--- src/include/astc_pkg.sv ---
// Package with register map, field layout and encodings of the conversion timing control block.
// Notes on behaviour
// [RL1] Length code 0 or top bit gives eight.
// [RL2] Freeze: 00 run, 10 finish, 11 stop.
// [RL3] Writing timing control aborts the running sequence.
// [RL4] Sample time codes select 4..24 conversion clocks.
// [RL5] Conversion clock is bus over 2*(prescaler+1).
// [RL6] Unsigned results, full scale 255/1023/4095.
// [RL7] Length field resets to four conversions.
// [RL8] Freeze field lives in result format register.
// [RL9] Sample counter uses conversion clock; prescaler after abort.
package astc_pkg;
	localparam logic [7:0] ADDR_RESULT_FORMAT = 8'h03;
	localparam logic [7:0] ADDR_TIMING        = 8'h04;
	localparam logic [7:0] ADDR_START         = 8'h05;
	localparam logic [7:0] ADDR_STATUS        = 8'h08;
	localparam logic [7:0] ADDR_RESULT        = 8'h0c;
	localparam logic [7:0] FMT_RESET          = 8'h20;
	localparam logic [7:0] TIMING_RESET       = 8'h05;
	localparam int         SEQ_LSB            = 3;
	localparam int         FRZ_LSB            = 0;
	localparam int         SMP_LSB            = 5;
	localparam int         PRS_LSB            = 0;
	localparam int         RES_LSB            = 6;
	localparam logic [1:0] FRZ_CONTINUE       = 2'h0;
	localparam logic [1:0] FRZ_FINISH         = 2'h2;
	localparam logic [1:0] FRZ_IMMEDIATE      = 2'h3;
	localparam logic [1:0] RES_8              = 2'h0;
	localparam logic [1:0] RES_10             = 2'h1;
	localparam logic [11:0] FULL_8            = 12'h0ff;
	localparam logic [11:0] FULL_10           = 12'h3ff;
	localparam logic [11:0] FULL_12           = 12'hfff;
	localparam logic [1:0] RESP_OKAY          = 2'h0;
	localparam logic [1:0] RESP_SLVERR        = 2'h2;
	localparam int         CONV_CYCLES        = 10;

	typedef struct packed {
		logic [2:0] sample_time_select;
		logic [4:0] clock_prescaler_value;
	} astc_timing_t;

	typedef struct packed {
		logic [11:0] code;
		logic [3:0]  index;
	} astc_result_t;
endpackage

--- src/hw/astc_clkdiv.sv ---
// Divider that produces the one-cycle conversion clock enable.
`timescale 1ns/1ps
module astc_clkdiv #(
	parameter int PW = 5
) (
	// Clock and reset.
	input  wire logic          aclk,
	input  wire logic          aresetn,
	// Control.
	input  wire logic          restart,
	input  wire logic [PW-1:0] prescaler,
	// Enable out.
	output logic               tick
);
	logic [PW:0] cnt_q;
	logic [PW:0] limit;

	// One tick every 2*(prescaler+1) bus cycles.
	assign limit = {prescaler, 1'b1}; // RL5

	always_ff @(posedge aclk) begin
		if (!aresetn) begin
			cnt_q <= '0;
			tick  <= 1'b0;
		end else if (restart) begin
			// Start one count in so the first tick after a restart is exactly one period away.
			cnt_q <= {{PW{1'b0}}, 1'b1}; // RL5
			tick  <= 1'b0;
		end else begin
			tick  <= (cnt_q == limit);
			cnt_q <= (cnt_q == limit) ? '0 : cnt_q + 1'b1;
		end
	end
endmodule

--- src/hw/astc_resmem.sv ---
// Small result memory with registered read data.
`timescale 1ns/1ps
module astc_resmem #(
	parameter int DEPTH = 8,
	parameter int AW    = 3
) (
	// Clock.
	input  wire logic          aclk,
	// Write port.
	input  wire logic          we,
	input  wire logic [AW-1:0] waddr,
	input  wire logic [11:0]   wdata,
	// Read port.
	input  wire logic [AW-1:0] raddr,
	output logic      [11:0]   rdata
);
	logic [11:0] mem [DEPTH];

	always_ff @(posedge aclk) begin
		if (we) begin
			mem[waddr] <= wdata;
		end
		rdata <= mem[raddr];
	end
endmodule

--- src/hw/astc_top.sv ---
// Sequence timing controller with AXI4-Lite register access.
`timescale 1ns/1ps
module astc_top #(
	parameter int PW = 5
) (
	// Clock and reset.
	input  wire logic        aclk,
	input  wire logic        aresetn,
	// AXI4-Lite write address.
	input  wire logic [7:0]  s_axi_awaddr,
	input  wire logic        s_axi_awvalid,
	output logic             s_axi_awready,
	// AXI4-Lite write data.
	input  wire logic [31:0] s_axi_wdata,
	input  wire logic [3:0]  s_axi_wstrb,
	input  wire logic        s_axi_wvalid,
	output logic             s_axi_wready,
	// AXI4-Lite write response.
	output logic [1:0]       s_axi_bresp,
	output logic             s_axi_bvalid,
	input  wire logic        s_axi_bready,
	// AXI4-Lite read address.
	input  wire logic [7:0]  s_axi_araddr,
	input  wire logic        s_axi_arvalid,
	output logic             s_axi_arready,
	// AXI4-Lite read data.
	output logic [31:0]      s_axi_rdata,
	output logic [1:0]       s_axi_rresp,
	output logic             s_axi_rvalid,
	input  wire logic        s_axi_rready,
	// Debug breakpoint from another clock domain.
	input  wire logic        freeze_req,
	// Converter core.
	input  wire logic [11:0] core_code,
	output logic             core_sample_q,
	output logic             core_convert_q,
	output logic             seq_busy_q
);
	typedef enum logic [1:0] {ST_IDLE, ST_SAMPLE, ST_CONVERT, ST_FROZEN} astc_state_t;

	// Sequence length decode.
	function automatic logic [3:0] seq_len(input logic [3:0] c);
		seq_len = (c == 4'h0 || c[3]) ? 4'h8 : c; // RL1
	endfunction

	// Sample time decode in conversion clocks.
	function automatic logic [4:0] smp_len(input logic [2:0] c);
		case (c) // RL4
			3'h0: smp_len = 5'h04;
			3'h1: smp_len = 5'h06;
			3'h2: smp_len = 5'h08;
			3'h3: smp_len = 5'h0a;
			3'h4: smp_len = 5'h0c;
			3'h5: smp_len = 5'h10;
			3'h6: smp_len = 5'h14;
			default: smp_len = 5'h18;
		endcase
	endfunction

	// Clip the core result to the selected resolution.
	function automatic logic [11:0] clip(input logic [11:0] v, input logic [1:0] r);
		case (r) // RL6
			astc_pkg::RES_8:  clip = v & astc_pkg::FULL_8;
			astc_pkg::RES_10: clip = v & astc_pkg::FULL_10;
			default:          clip = v & astc_pkg::FULL_12;
		endcase
	endfunction

	logic [7:0]              fmt_q;
	astc_pkg::astc_timing_t  tim_q;
	astc_state_t             st_q;
	logic [4:0]              phase_q;
	logic [3:0]              conv_q;
	logic                    frz_m_q, frz_q;
	logic                    aw_hold_q, w_hold_q;
	logic [7:0]              awaddr_q;
	logic [31:0]             wdata_q;
	logic [3:0]              wstrb_q;
	logic                    rd_pend_q;
	logic [7:0]              araddr_q;
	logic [2:0]              rd_idx_q;
	logic [11:0]             mem_rdata;
	logic                    tick;

	// Write channel decode.
	wire         aw_in     = s_axi_awvalid & s_axi_awready;
	wire         w_in      = s_axi_wvalid & s_axi_wready;
	wire         have_aw   = aw_hold_q | aw_in;
	wire         have_w    = w_hold_q | w_in;
	wire [7:0]   wr_addr   = aw_hold_q ? awaddr_q : s_axi_awaddr;
	wire [31:0]  wr_data   = w_hold_q ? wdata_q : s_axi_wdata;
	wire         wr_lane0  = w_hold_q ? wstrb_q[0] : s_axi_wstrb[0];
	wire         wr_fire   = have_aw & have_w & ~s_axi_bvalid;
	wire         wr_fmt    = wr_fire & wr_lane0 & (wr_addr == astc_pkg::ADDR_RESULT_FORMAT);
	wire         wr_tim    = wr_fire & wr_lane0 & (wr_addr == astc_pkg::ADDR_TIMING);
	wire         wr_start  = wr_fire & wr_lane0 & (wr_addr == astc_pkg::ADDR_START);
	wire         wr_mapped = (wr_addr == astc_pkg::ADDR_RESULT_FORMAT) | (wr_addr == astc_pkg::ADDR_TIMING) |
	                         (wr_addr == astc_pkg::ADDR_START);
	wire         abort     = wr_fmt | wr_tim | wr_start; // RL3

	// Control fields.
	wire [3:0]   len_code  = fmt_q[astc_pkg::SEQ_LSB +: 4];
	wire [1:0]   frz_mode  = fmt_q[astc_pkg::FRZ_LSB +: 2]; // RL8
	wire [1:0]   res_sel   = fmt_q[astc_pkg::RES_LSB +: 2];
	wire [3:0]   n_conv    = seq_len(len_code);
	wire [4:0]   n_smp     = smp_len(tim_q.sample_time_select);
	wire         frz_now   = frz_q & (frz_mode == astc_pkg::FRZ_IMMEDIATE); // RL2
	wire         frz_end   = frz_q & (frz_mode == astc_pkg::FRZ_FINISH); // RL2
	wire         seq_last  = (conv_q + 4'h1 == n_conv);

	// Read decode.
	wire [31:0]  rd_word =
		(araddr_q == astc_pkg::ADDR_RESULT_FORMAT) ? {24'h0, fmt_q} :
		(araddr_q == astc_pkg::ADDR_TIMING)        ? {24'h0, tim_q} :
		(araddr_q == astc_pkg::ADDR_STATUS)        ? {24'h0, seq_busy_q, st_q == ST_FROZEN, 2'h0, conv_q} :
		(araddr_q == astc_pkg::ADDR_RESULT)        ? {20'h0, mem_rdata} : 32'h0;
	wire         rd_ok   = (araddr_q == astc_pkg::ADDR_RESULT_FORMAT) | (araddr_q == astc_pkg::ADDR_TIMING) |
	                       (araddr_q == astc_pkg::ADDR_STATUS) | (araddr_q == astc_pkg::ADDR_RESULT) |
	                       (araddr_q == astc_pkg::ADDR_START);

	// Prescaler counter restarts on abort so the new divide applies cleanly.
	astc_clkdiv #(
		.PW (PW)
	) u_div (
		.aclk      (aclk),
		.aresetn   (aresetn),
		.restart   (abort), // RL9
		.prescaler (tim_q.clock_prescaler_value),
		.tick      (tick)
	);

	astc_resmem #(
		.DEPTH (8),
		.AW    (3)
	) u_mem (
		.aclk  (aclk),
		.we    (st_q == ST_CONVERT && tick && phase_q == 5'h0 && !abort),
		.waddr (conv_q[2:0]),
		.wdata (clip(core_code, res_sel)),
		.raddr (rd_idx_q),
		.rdata (mem_rdata)
	);

	// Breakpoint synchroniser.
	always_ff @(posedge aclk) begin
		if (!aresetn) begin
			frz_m_q <= 1'b0;
			frz_q   <= 1'b0;
		end else begin
			frz_m_q <= freeze_req;
			frz_q   <= frz_m_q;
		end
	end

	// Write address and data capture.
	always_ff @(posedge aclk) begin
		if (!aresetn) begin
			aw_hold_q <= 1'b0;
			w_hold_q  <= 1'b0;
			awaddr_q  <= 8'h0;
			wdata_q   <= 32'h0;
			wstrb_q   <= 4'h0;
		end else begin
			if (aw_in) awaddr_q <= s_axi_awaddr;
			if (w_in) wdata_q <= s_axi_wdata;
			if (w_in) wstrb_q <= s_axi_wstrb;
			aw_hold_q <= have_aw & ~wr_fire;
			w_hold_q  <= have_w & ~wr_fire;
		end
	end

	// Write response and ready.
	always_ff @(posedge aclk) begin
		if (!aresetn) begin
			s_axi_awready <= 1'b0;
			s_axi_wready  <= 1'b0;
			s_axi_bvalid  <= 1'b0;
			s_axi_bresp   <= astc_pkg::RESP_OKAY;
		end else begin
			s_axi_awready <= ~have_aw & ~s_axi_bvalid & ~(s_axi_awready & s_axi_awvalid);
			s_axi_wready  <= ~have_w & ~s_axi_bvalid & ~(s_axi_wready & s_axi_wvalid);
			if (wr_fire) begin
				s_axi_bvalid <= 1'b1;
				s_axi_bresp  <= wr_mapped ? astc_pkg::RESP_OKAY : astc_pkg::RESP_SLVERR;
			end else if (s_axi_bready) begin
				s_axi_bvalid <= 1'b0;
			end
		end
	end

	// Control registers.
	always_ff @(posedge aclk) begin
		if (!aresetn) begin
			fmt_q <= astc_pkg::FMT_RESET; // RL7
			tim_q <= astc_pkg::TIMING_RESET;
		end else begin
			if (wr_fmt) fmt_q <= wr_data[7:0];
			if (wr_tim) tim_q <= wr_data[7:0];
		end
	end

	// Read channel; every read, result included, waits one pending cycle before the data.
	always_ff @(posedge aclk) begin
		if (!aresetn) begin
			s_axi_arready <= 1'b0;
			s_axi_rvalid  <= 1'b0;
			s_axi_rdata   <= 32'h0;
			s_axi_rresp   <= astc_pkg::RESP_OKAY;
			rd_pend_q     <= 1'b0;
			araddr_q      <= 8'h0;
			rd_idx_q      <= 3'h0;
		end else begin
			s_axi_arready <= ~rd_pend_q & ~s_axi_rvalid & ~(s_axi_arvalid & s_axi_arready);
			if (s_axi_arvalid & s_axi_arready) begin
				araddr_q  <= s_axi_araddr;
				rd_pend_q <= 1'b1;
			end else if (rd_pend_q) begin
				rd_pend_q    <= 1'b0;
				s_axi_rvalid <= 1'b1;
				s_axi_rdata  <= rd_word;
				s_axi_rresp  <= rd_ok ? astc_pkg::RESP_OKAY : astc_pkg::RESP_SLVERR;
				if (araddr_q == astc_pkg::ADDR_RESULT) rd_idx_q <= rd_idx_q + 3'h1;
			end else if (s_axi_rready) begin
				s_axi_rvalid <= 1'b0;
			end
		end
	end

	// Sequence engine stepped by the conversion clock enable.
	always_ff @(posedge aclk) begin
		if (!aresetn) begin
			st_q    <= ST_IDLE;
			phase_q <= 5'h0;
			conv_q  <= 4'h0;
		end else if (abort) begin // RL3
			st_q    <= wr_start ? ST_SAMPLE : ST_IDLE;
			phase_q <= n_smp;
			conv_q  <= 4'h0;
		end else if (frz_now && st_q != ST_IDLE) begin
			st_q <= ST_FROZEN; // RL2
		end else if (tick) begin // RL9
			case (st_q)
				ST_SAMPLE: begin
					if (phase_q <= 5'h1) begin
						st_q    <= ST_CONVERT;
						phase_q <= 5'(astc_pkg::CONV_CYCLES - 1);
					end else begin
						phase_q <= phase_q - 5'h1; // RL4
					end
				end
				ST_CONVERT: begin
					if (phase_q == 5'h0) begin
						conv_q <= conv_q + 4'h1;
						phase_q <= n_smp;
						if (seq_last) st_q <= ST_IDLE; // RL1
						else if (frz_end) st_q <= ST_FROZEN; // RL2
						else st_q <= ST_SAMPLE;
					end else begin
						phase_q <= phase_q - 5'h1;
					end
				end
				ST_FROZEN: begin
					// Resuming restarts sampling with the full selected length.
					if (!frz_q || frz_mode == astc_pkg::FRZ_CONTINUE) begin
						st_q    <= ST_SAMPLE;
						phase_q <= n_smp; // RL4
					end
				end
				default: st_q <= ST_IDLE;
			endcase
		end
	end

	// Core strobes.
	always_ff @(posedge aclk) begin
		if (!aresetn) begin
			core_sample_q  <= 1'b0;
			core_convert_q <= 1'b0;
			seq_busy_q     <= 1'b0;
		end else begin
			core_sample_q  <= (st_q == ST_SAMPLE);
			core_convert_q <= (st_q == ST_CONVERT);
			seq_busy_q     <= (st_q != ST_IDLE);
		end
	end
endmodule

--- config.mk ---
export PLATFORM = sky130hd
export DESIGN_NAME = astc_top
export DESIGN_NICKNAME = d
export VERILOG_FILES = /design/src/include/astc_pkg.sv /design/src/hw/astc_clkdiv.sv /design/src/hw/astc_resmem.sv /design/src/hw/astc_top.sv
export SDC_FILE = /design/constraint.sdc
export NUM_CORES = 1
export LEC_CHECK = 0
export BUFFER_PORTS_ARGS = -buffer_cell sky130_fd_sc_hd__buf_4
export CORE_ASPECT_RATIO = 1.4
export CORE_UTILIZATION = 40
export DETAILED_ROUTE_END_ITERATION = 10
export PLACE_DENSITY = 0.7
export SLEW_MARGIN = 20
export SYNTH_ARGS = -nofsm -noshare
export SYNTH_HDL_FRONTEND = slang
export SYNTH_SLANG_ARGS = --single-unit
--- constraint.sdc ---
create_clock -name aclk -period 3.84 [get_ports aclk]
set_input_delay 0.576 -clock aclk [delete_from_list [all_inputs] [get_ports aclk]]
set_output_delay 0.576 -clock aclk [all_outputs]
set_load 0.01 [all_outputs]
# Word level (Yosys, flattened, before mapping)
# Memory sizes are Yosys's and may differ from the RTL's. A register that Yosys moved wholly into a read port is not among the register bits.
# Index checks and enable logic that the tools add are counted.
[word_totals]
reg_bits = 111
ram_bits = 96
in_bits = 72
n_memories = 1
[memory_table]
columns = ["name", "words", "width", "read_ports", "rd_clocked_by_memory_dff", "wr", "line_no", "text"]
rows = [
  ["u_mem.mem", 8, 12, 1, 1, 1, "astc_resmem.sv:17", "logic [11:0] mem [DEPTH];"],
]
[classes]
n_addsub = 4
n_lt_le_gt_ge = 1
eq_ne = 27
muxes = 38
bitwise_logic = 40
reduce_logical = 27
[op_table]
columns = ["cell", "count"]
rows = [
  ["$mux 12", 4],
  ["$pmux 5 s7", 1],
  ["$eq 8x3->1 const B", 4],
  ["$mux 5", 6],
  ["$pmux 12 s2", 1],
  ["$mux 2", 10],
  ["$and 1x1->1", 19],
  ["$eq 8x2->1 const B", 2],
  ["$eq 8x4->1 const B", 2],
  ["$mux 8", 2],
  ["$pmux 5 s3", 1],
  ["$reduce_and 4->1", 3],
  ["$mux 1", 11],
  ["$not 1->1", 11],
  ["$or 1x1->1", 10],
  ["$eq 3x3->1 const B", 3],
  ["$eq 2x2->1 const B", 4],
  ["$ne 4x4->1 const B", 2],
  ["$reduce_bool 2->1", 4],
  ["$add 6x1->6 const B", 1],
  ["$eq 3x2->1 const B", 2],
  ["$eq 6x6->1", 1],
  ["$pmux 2 s3", 1],
  ["$le 5x1->1 const B", 1],
  ["23 further kinds", 31],
]

# Logic depth before layout (Yosys ltp)
# Gate-level depths: netlist (run 1).
[depth]
depth_word = 12
mapped_depth = 9
depth_no_buf = 8

# By module
# Synthesis (run 1) repeated with hierarchy kept, for this count alone.
[unflattened]
hier_cells = 681
hier_area_um2 = 8612.0
[modules_own_cells]
columns = ["mod", "instances", "cells_each", "area_each_um2", "seq_area_each_um2"]
rows = [
  ["astc_top", 1, 481, 4271.6, 1641.6],
  ["astc_resmem", 1, 164, 3987.6, 3123.0],
  ["astc_clkdiv", 1, 36, 352.8, 140.1],
]

# Least setup slack after synthesis (run 1)
# Ideal clock, no wire load.
[synth_path]
kind = "input port to flip-flop"
startpoint = "input port s_axi_awaddr[0]"
endpoint = "memory u_mem.mem[0][0] (enable)"
arrival_time_ns = 2.548
slack_ns = 0.896
stages = 5
n_path_buf = 0
path_cell_list = "and3b_1 or3_4 and4_4 or3_1 nor3_1"
[synth_via]
elab_chain_cells = 9
[synth_lines]
columns = ["element", "line_no", "text"]
rows = [
  ["start: declaration", "astc_top.sv:10", "input wire logic [7:0] s_axi_awaddr,"],
  ["$mux 8 (*)", "astc_top.sv:90", "wire [7:0] wr_addr = aw_hold_q ? awaddr_q : s_axi_awaddr;"],
  ["$eq 8x2->1 or $eq 8x3->1 (tied branches)", "astc_top.sv:94, astc_top.sv:95", ""],
  ["$and 1x1->1, on equally long branches", "astc_top.sv:94, astc_top.sv:95", ""],
  ["$or 1x1->1", "astc_top.sv:99", "wire abort = wr_fmt | wr_tim | wr_start;"],
  ["$or 1x1->1 (*)", "astc_top.sv:99", ""],
  ["$logic_not 1->1 (*)", "astc_top.sv:137", ".we (st_q == ST_CONVERT && tick && phase_q == 5'h0 && !abort),"],
  ["$logic_and 1x1->1 (*)", "astc_top.sv:137", ""],
  ["$mux 1 (*)", "astc_resmem.sv:20", "if (we) begin"],
  ["$mux 1 (implied by the code) (*)", "astc_resmem.sv:21", "mem[waddr] <= wdata;"],
  ["end: declaration", "astc_resmem.sv:17", ""],
]
# Mark *: on every way between the ends. The rest lies on a longest branch, timed or not.

# Worst setup path in the final report (run 1)
[layout_path]
startpoint = "register w_hold_q"
endpoint = "memory u_mem.mem[4][10] (enable)"
[layout_via]
elab_chain_cells = 11
[layout_lines]
columns = ["element", "line_no", "text"]
rows = [
  ["start: declaration", "astc_top.sv:75", "logic aw_hold_q, w_hold_q;"],
  ["start signal: assignment", "astc_top.sv:168", "w_hold_q <= have_w & ~wr_fire;"],
  ["$or 1x1->1", "astc_top.sv:89", "wire have_w = w_hold_q | w_in;"],
  ["$and 1x1->1 (2 in series)", "astc_top.sv:93", "wire wr_fire = have_aw & have_w & ~s_axi_bvalid;"],
  ["$and 1x1->1 (*)", "astc_top.sv:94, astc_top.sv:95, astc_top.sv:96", ""],
  ["$and 1x1->1, on equally long branches", "astc_top.sv:94, astc_top.sv:95", ""],
  ["$or 1x1->1", "astc_top.sv:99", ""],
  ["$or 1x1->1 (*)", "astc_top.sv:99", ""],
  ["$logic_not 1->1 (*)", "astc_top.sv:137", ""],
  ["$logic_and 1x1->1 (*)", "astc_top.sv:137", ""],
  ["$mux 1 (*)", "astc_resmem.sv:20", ""],
  ["$mux 1 (implied by the code) (*)", "astc_resmem.sv:21", ""],
]
# Marked as above.

==> results.md, run 1 <==
- Status: finished clean
- Rows: 62
- # H-tree levels: 4
- Post-Synth XOR/XNOR Area: 1.87%
- Yosys Warn Count: 0
- Slowest stage delay, CP: 0.68 ns
- Fmax: 394 MHz
- Fill cells: 1,799
- Worst path slowest cell: dfxtp_1
- Io pins: around 120
- Clock Sinks: 197
- Post-layout minimum cycle time: 2.54 ns
- GRT Util Overall: 16.7%
- Final Hold Viols: 0
- Drt total wl: 17,600 µm
- PostCTS Resize Cnt: 0
- Hold Crit Class: input port to flip-flop
- Post-synthesis compound-gate area fraction: 8.75%
- DR vias: 5,301
- Crit-path cells: nand4b_1, a211oi_2, and4_4, or3_1, nor2_1, buf_4
- Nets: 825
- Die width: 124 µm
- Peak supply drop: between 300 and 400 µV
- Multiplexer share of the synthesized area: 11.7%
- Total power: 4.28 mW
- Cell count after synthesis: slightly below 700
- Inst Count DP: approximately 1,000
- Worst-Margin Slew: 0.944 ns
- Area Overhead vs Synth: 15.1%
- Die Y: 173 µm
- CP arrival: roughly 2.7 ns
- RSZ-0062 raised after global routing: no
- First-pass GRT wire length: 28,000 µm
- Share of cells above drive strength 1: ~23%
- Number of synthesized register bits: approximately 200
- Worst slew margin: between 30% and 40%
- Final instance count without filler cells: 1,012
- DRC: 0
- Simple-gate share of the synthesized area: around 13%
- WL per Instance: 17.4 µm
- Grt total ovfl: 0
- Hold buffers post-CTS: 0
- Post-synth EDFFs: between 90 and 100
- Core area: slightly above 0.02 mm²
- Worst EP required: 3.97 ns
- Clock Skews: 0.00921 ns
- P_leak: 3.51 nW
- Antenna cells: 0
- Yosys cell types: 69
- Critical path peak fanout: 13
- Clock root cell: clkbuf_16
- Vias per cell: around 5.2
- GPL Wtd Cong: around 0.8
- Mean Syn Cell Area: 12.3 µm²
- Synth async-reset ratio: 0%
- Largest net degree at the start of global routing: 62
- Crit end category: flip-flop
- MaxCap Viol Count: 0
- Startpoint types: flip-flop
- Post-DP HPWL: 11,900 µm
- Crit path max-delay family: simple AND/OR/NAND/NOR gates
- Clock Path Buffers: 2
- Initial DRT Pass Iterations: 4
- CTS tree: done
- Port bufs: 66
- Post-CTS setup buffer count: 0
- Largest family of logic cells by synthesized area: simple AND/OR/NAND/NOR gates
- Number of global-route vias before repair: about 5,400
- Synthesized cell area: 0.00838 mm²
- Pwr dens: 444 mW/mm²
- Starting DRT DRC Count: approximately 310
- Die ar.: 0.0215 mm²
- Primary FF master, synth: dfxtp_1
- Skew-Pair Late Insertion Delay: 0.44 ns
- Setup_tns: 0 ns
- Setup violators final: 0
- Clk slew on worst S/H paths: approximately 0.07 ns
- Sequential area share after synthesis: 58.6%
- Critical path class: flip-flop to flip-flop
- Final Cycle Share: 66.2%
- CTS Buf Count: 17
- Adder-cell share of the synthesized area: 1.49%
- Routed Antenna Nets: 0
- Final Max Slew Viols: 0
- Initial antenna violation count: 0
- Starting Density: 40.7%
- Buf/Inv on CP: 1
worst paths after layout:
| kind | from | slack [ns] | cells past startpoint | end |
|---|---|---|---|---|
| min | freeze_req | 0.35 | 2 | frz_m_q$_SDFF_PN0_ |
| max reg2reg | w_hold_q$_SDFF_PN0_ | 1.30 | 6 | u_mem.mem[4][10]$_DFFE_PP_ |
| max | w_hold_q$_SDFF_PN0_ | 1.30 | 6 | u_mem.mem[4][10]$_DFFE_PP_ |
| min reg2reg | frz_m_q$_SDFF_PN0_ | 0.43 | 1 | frz_q$_SDFF_PN0_ |
final cells by class:
cell class	instances	area (µm²)	share of cell area, %
well taps	256	320	3.32
clock inverters	15	179	1.86
inverters	11	41.3	0.428
repair buffers	75	563	5.84
flip-flops and latches	197	4910	50.9
multi-input cells	441	3210	33.3
clock buffers	17	425	4.41
per-layer routing:
| layer | track usage, % | vias to the layer above | routed length [µm] | part of all wire, % |
|---|---|---|---|---|
| met5 | 0 | - | 0 | 0 |
| met4 | 7.88 | 0 | 478 | 2.7 |
| met3 | 2.78 | 32 | 531 | 3.0 |
| met2 | 30.0 | 117 | 9350 | 53 |
| met1 | 19.3 | 2592 | 7260 | 41 |
| li1 | - | 2560 | - | - |
cell usage after synthesis, drive strengths merged, types with 2 or more instances:
master	n	area, µm²
nand4	2	18.8
nand3b	2	15.0
a21oi	21	109
and3b	3	26.3
nor4b	4	56.3
ha	10	125
or3	5	36.3
o211ai	3	27.5
mux4	24	541
buf	35	238
or3b	2	17.5
nor3	8	45.0
a21boi	19	143
a41oi	2	17.5
xor2	9	78.8
dfxtp	101	2020
o21ai	19	98.9
a211oi	6	60.1
clkbuf	20	75.1
a221oi	8	70.1
nand2b	4	25.0
a31oi	7	43.8
mux2i	21	210
nand2	87	329
inv	11	41.3
nor2	42	158
a22o	2	18.8
or4	2	22.5
nor3b	3	22.5
edfxtp	96	2880
nand3	22	110
nor2b	12	75.1
or2	2	12.5
nor4	4	25.0
mux2	20	225
o21a	4	30.0
o22ai	2	12.5
and2	12	75.1
a32o	2	20.0
and3	4	25.0
xnor2	8	77.6
per-stage QoR:
stage / hold WS [ns] / setup slack [ns] / util, % / area (µm²)
CTS: 0.342 / 1.32 / 46.9 / 9640
global placement: 0.420 / 1.01 / 44.0 / 9040
finish: 0.350 / 1.30 / 46.9 / 9640
global route: 0.361 / 1.21 / 46.9 / 9640
detailed placement: 0.417 / 1.01 / 44.0 / 9040
floorplan: 0.412 / 0.896 / - / 8450
cells by family after synthesis:
kind of cell	count (synthesis)
other	1
and+or+nand+nor	223
adders and majority gates	10
buffers and inverters	66
AOI/OAI and AO/OA	104
DFF	197
xor gates and xnor gates	17
muxes	65
layout by cell type, fill, tap and decap left out, types with 17 or more instances in the layout:
cell,count
mux4_2,24
mux2_2,20
nand2_1,86
dfxtp_1,100
o21ai_0,18
edfxtp_1,96
a21boi_0,19
a21oi_1,20
buf_4,75
clkbuf_16,17
nor2_1,42
conb_1,22
nand3_1,22
mux2i_1,21
registers in the layout, summed over array words and instances, names as in the netlist, 2 cells and up:
signal and cells:
araddr_q 8, awaddr_q 8, conv_q 4, fmt_q 8, phase_q 5, rd_idx_q 3
s_axi_rdata 12, st_q 2, tim_q 8, u_div.cnt_q 6, u_mem.mem 96, u_mem.rdata 12
wdata_q 8
power by group:
group | switching, mW | total (mW) | internal, mW
clock | 0.796 | 1.82 | 1.03
combinational | 0.110 | 0.200 | 0.0904
sequential | 0.0313 | 2.25 | 2.22
total | 0.937 | 4.28 | 3.34
No activity file was read; power rests on OpenSTA's default activity.
==> run 2, diff against run 1 <==
--- a/config.mk
+++ b/config.mk
@@ -9,7 +9,7 @@
 export CORE_ASPECT_RATIO = 1.4
 export CORE_UTILIZATION = 40
 export DETAILED_ROUTE_END_ITERATION = 10
-export PLACE_DENSITY = 0.7
+export PLACE_DENSITY = 0.72
 export SLEW_MARGIN = 20
 export SYNTH_ARGS = -nofsm -noshare
 export SYNTH_HDL_FRONTEND = slang
==> constraint.sdc (replaced) <==
create_clock -name aclk -period 2.27 [get_ports aclk]
set_input_delay 0.3405 -clock aclk [delete_from_list [all_inputs] [get_ports aclk]]
set_output_delay 0.3405 -clock aclk [all_outputs]
set_load 0.01 [all_outputs]
==> results.md, run 2 (synthesized netlist as in run 1, its figures left out) <==
- GPL Wtd Cong: 0.867
- Peak supply drop: 560 µV
- Port bufs: 66
- Top reg by flops: u_mem.mem
- Hold Path Cell Cnt: 2
- Starting DRT DRC Count: 253
- Final Cycle Share: 94.2%
- Clk slew on worst S/H paths: around 0.07 ns
- Post-DP HPWL: 12,500 µm
- Startpoint types: flip-flop
- DRC: 0
- FF-to-FF End: u_mem.mem[5][8]$_DFFE_PP_
- Die ar.: 0.0215 mm²
- Nets: 863
- Clock Skews: 0.0117 ns
- Post-layout minimum cycle time: 2.14 ns
- FF-to-FF setup slack: around 0.13 ns
- GRT Util Overall: approximately 17%
- MaxCap Viol Count: 0
- Starting Density: 40.7%
- Clock Path Buffers: 2
- Worst EP required: 2.39 ns
- Final instance count without filler cells: 1,050
- Drt total wl: 17,800 µm
- P_leak: 3.70 nW
- Hold Crit Class: input port to flip-flop
- Worst-Margin Slew: ~0.75 ns
- CTS tree: done
- Initial antenna violation count: 0
- WL per Instance: between 15 and 20 µm
- Final Hold Viols: 0
- Initial DRT Pass Iterations: 5
- Rows: 62
- Hold Path Origin: freeze_req
- Final Max Slew Viols: 0
- Clock Sinks: just under 200
- # H-tree levels: 4
- CTS Buf Count: 17
- Critical path peak fanout: 9
- Worst r2r src: aw_hold_q$_SDFF_PN0_
- Share of cells above drive strength 1: 26.3%
- Most common cell after layout, fill and taps aside: buf_4
- Crit end category: flip-flop
- Grt total ovfl: 0
- Fmax: 468 MHz
- Io pins: around 120
- Status: finished clean
- Setup_tns: 0 ns
- Largest register FFs: 96
- Inst Count DP: about 1,000
- Die width: 124 µm
- Core area: between 0.02 and 0.025 mm²
- Die Y: 173 µm
- First-pass GRT wire length: between 20,000 and 30,000 µm
- Routed Antenna Nets: 0
- Pwr dens: 715 mW/mm²
- DR vias: between 5,000 and 6,000
- Storage element area: ~0.0049 mm²
- Skew-Pair Late Insertion Delay: about 0.43 ns
- CP arrival: 2.26 ns
- Area Overhead vs Synth: 18.3%
- Biggest regs: u_mem.mem: 96 flops, s_axi_rdata: 12 flops, u_mem.rdata: 12 flops
- Multi-input logic area: roughly 0.0032 mm²
- Largest net degree at the start of global routing: 39
- Clock root cell: clkbuf_16
- Fill cells: 1,808
- Worst slew margin: between 50% and 60%
- Number of global-route vias before repair: 5,565
- Post-CTS setup buffer count: 0
- Vias per cell: 5.23
- Critical path class: flip-flop to flip-flop
- Antenna cells: 0
- FF-to-FF path depth: 8
- Most frequent cells in the layout: buf_4, dfxtp_1, edfxtp_1, nand2_1, nor2_1
- Setup violators final: 0
- Worst hold endpoint: frz_m_q$_SDFF_PN0_
==> run 2: worst max-delay path: stages, from the launching register on <==
cell	delay (ns)
dfxtp_2	0.38
nor4b_2	0.17
a22o_2	0.28
and4_4	0.22
buf_4	0.14
nor2_1	0.09
nand2_1	0.15
nor2_1	0.17
buf_4	0.23
==> run 2: metal layers <==
layer,GRT usage (%),part of all wire (%)
met5,0,0
met4,8.68,2.9
met3,3.58,4.0
met2,30.1,52
met1,19.8,41
==> run 2: through the flow <==
step / power, mW / instance area [µm²] / hold slack, ns / worst slack, ns / utilization, %
CTS: 7.15 / 9900 / 0.0984 / 0.0203 / 48.1
floorplan: 4.10 / 8460 / 0.412 / -0.107 / -
detailed placement: 4.26 / 9330 / 0.426 / -0.0658 / 45.4
global placement: 4.25 / 9330 / 0.417 / -0.0545 / 45.4
global route: 7.33 / 9900 / 0.115 / -0.00147 / 48.2
finish: 7.08 / 9900 / 0.115 / 0.133 / 48.2
==> run 2: cell type report <==
| cell class | count | area share, % |
|---|---|---|
| timing repair buffer | 113 | 8.69 |
| inverter | 11 | 0.417 |
| multi-input combinational | 441 | 32.4 |
| clock inverter | 14 | 1.38 |
| clock buffer | 18 | 4.33 |
| tap | 256 | 3.23 |
| sequential | 197 | 49.5 |
==> run 2: power breakdown <==
part           leakage [nW]  switching, mW  internal (mW)  total [mW]
registers              1.68         0.0414           3.76        3.80
clock network         0.275           1.29           1.61        2.90
logic                  1.75          0.203          0.172       0.376
total                  3.70           1.54           5.55        7.08
==> run 2: repair_timing <==
action / in CTS / in global routing
resized for setup: 0 / 2
hold buffers: 0 / 0
endpoints found under the setup margin: 0 / 85
==> run 2: how the worst max path moves through the flow <==
| stage | end | slack, ns | depth (start not counted) | startpoint |
|---|---|---|---|---|
| 2_1_floorplan | u_mem.mem[6][0]$_DFFE_PP_ | -0.11 | 5 | s_axi_awaddr[0] |
| 3_3_place_gp | u_mem.mem[2][7]$_DFFE_PP_ | -0.05 | 7 | s_axi_awaddr[0] |
| 3_5_place_dp | u_mem.mem[2][5]$_DFFE_PP_ | -0.07 | 7 | s_axi_awaddr[0] |
| 4_1_cts | u_mem.mem[2][1]$_DFFE_PP_ | 0.02 | 6 | aw_hold_q$_SDFF_PN0_ |
| 5_1_grt | u_mem.mem[7][8]$_DFFE_PP_ | -0.001 | 8 | aw_hold_q$_SDFF_PN0_ |
| 6_report | u_mem.mem[5][8]$_DFFE_PP_ | 0.13 | 8 | aw_hold_q$_SDFF_PN0_ |
==> run 3, diff against run 2 <==
--- a/config.mk
+++ b/config.mk
@@ -7,9 +7,10 @@
 export LEC_CHECK = 0
 export BUFFER_PORTS_ARGS = -buffer_cell sky130_fd_sc_hd__buf_4
 export CORE_ASPECT_RATIO = 1.4
-export CORE_UTILIZATION = 40
+export CORE_UTILIZATION = 35
 export DETAILED_ROUTE_END_ITERATION = 10
-export PLACE_DENSITY = 0.72
+export PLACE_DENSITY = 0.66
+export RECOVER_POWER = 50
 export SLEW_MARGIN = 20
 export SYNTH_ARGS = -nofsm -noshare
 export SYNTH_HDL_FRONTEND = slang
==> results.md, run 3 (synthesized netlist as in run 1, its figures left out) <==
- Status: finished clean
- GRT Util Overall: approximately 16%
- Top reg by flops: u_mem.mem
- CTS tree: done
- Number of global-route vias before repair: 5,478
- Final Cycle Share: 92.5%
- Worst path slowest cell: dfxtp_2
- Initial antenna violation count: 0
- Fmax: 476 MHz
- DRC: 0
- Die Y: between 150 and 200 µm
- Routed Antenna Nets: 0
- FF-to-FF setup slack: 0.17 ns
- Final Hold Viols: 0
- Nets: 861
- Hold Crit Class: input port to flip-flop
- Setup violators final: 0
- Clock Path Buffers: 2
- Hold WS: between 0.1 and 0.15 ns
- Vias per cell: between 4 and 5
- Crit end category: flip-flop
- Clock Skews: 0.00764 ns
- Post-DP HPWL: 13,000 µm
- Worst EP required: 2.41 ns
- Die ar.: 0.0246 mm²
- Starting DRT DRC Count: ~300
- Inst Count DP: 1,066
- DR vias: roughly 5,400
- Hold Path Cell Cnt: 2
- Initial DRT Pass Iterations: 4
- Peak supply drop: between 500 and 600 µV
- Hold buffers post-CTS: 0
- FF-to-FF path depth: 8
- Placed cell area: 0.00943 mm²
- Largest register FFs: 96
- DP Worst Slack: -0.126 ns
- Starting Density: a little over a third
- Critical path peak fanout: 12
- Grt total ovfl: 0
- CP arrival: 2.24 ns
- Skew-Pair Late Insertion Delay: between 0.4 and 0.5 ns
- Share of cells above drive strength 1: 22.7%
- Clk slew on worst S/H paths: 0.07 ns
- MaxCap Viol Count: 0
- Area Overhead vs Synth: 19.2%
- Slowest stage delay, CP: 0.36 ns
- Worst slew margin: 13.5%
- Finished Core Util: 42.7%
- Most common cell after layout, fill and taps aside: dfxtp_1
- Post-route setup slack: roughly 0.17 ns
- RSZ-0062 raised after global routing: no
- Clock root cell: clkbuf_16
- Port bufs: 66
- Rows: 66
- WL per Instance: 16.7 µm
- Io pins: 116
- Pwr dens: roughly 750 mW/mm²
- Antenna cells: 0
- Largest net degree at the start of global routing: 33
- Most frequent cells in the layout: dfxtp_1, edfxtp_1, nand2_1, buf_4, nor2_1
- # H-tree levels: 4
- Drt total wl: roughly 18,000 µm
- First-pass GRT wire length: around 29,000 µm
- Biggest regs: u_mem.mem: 96 flops, s_axi_rdata: 12 flops, u_mem.rdata: 12 flops
- Clock Sinks: 197
- Post-CTS setup buffer count: 0
- Startpoint types: flip-flop
- Die width: 133 µm
- Cell area after layout: 0.00999 mm²
- GPL Wtd Cong: 0.824
- Core area: about 0.023 mm²
- Critical path class: flip-flop to flip-flop
- CTS Buf Count: 17
- Final instance count without filler cells: approximately 1,100
- Crit-path cells: nor4b_2, a22o_2, and4_4, buf_4, nor2_1, nand2_2, nor2_2, buf_12
- P_leak: 3.61 nW
- Final Max Slew Viols: 0
- Post-layout minimum cycle time: 2.10 ns
- Worst-Margin Slew: 1.30 ns
-- run 3: worst max-delay path, delay by kind of cell (launching register included) --
family	cells	cell delay, ns
buffers and inverters	2	0.32
DFF	1	0.36
and+or+nand+nor	5	0.83
AOI/OAI and AO/OA	1	0.28
-- run 3: worst paths after layout --
| check | start | end |
|---|---|---|
| min | freeze_req | frz_m_q$_SDFF_PN0_ |
| max | aw_hold_q$_SDFF_PN0_ | u_mem.mem[5][8]$_DFFE_PP_ |
| max reg2reg | aw_hold_q$_SDFF_PN0_ | u_mem.mem[5][8]$_DFFE_PP_ |
| min reg2reg | frz_m_q$_SDFF_PN0_ | frz_q$_SDFF_PN0_ |
-- run 3: power breakdown --
part	internal, mW	switching (mW)
clock	2.02	1.31
sequential	3.76	0.0400
combinational	0.152	0.206
-- run 3: area by class of cell --
cell class                      instances  area (µm²)
Fill cell                            2205       13400
Sequential cell                       197        4910
Multi-Input combinational cell        441        3220
Timing Repair Buffer                  111         769
Clock buffer                           23         499
Tap cell                              306         383
Clock inverter                          9         164
Inverter                               11        41.3
-- run 3: layer usage --
layer  wire length [µm]  GRT usage, %  up-vias
li1                   -             -     2635
met1               7720          17.9     2645
met2               9700          28.5      114
met3                552          2.93       27
met4                379          6.67        0
met5                  0             0        -
-- run 3: repair_timing --
item                                   4_1_cts  5_1_grt
endpoints found under the hold margin        0        0
pin swaps                                    0        0
resized for setup                            1        6
setup endpoints to repair                    7       88
-- run 3: metrics by stage --
step           TNS [ns]  power, mW
3_5_place_dp      -1.97       4.26
4_1_cts               0       7.57
6_report              0       7.48
2_1_floorplan     -4.75       4.10
5_1_grt               0       7.71
3_3_place_gp      -1.64       4.26
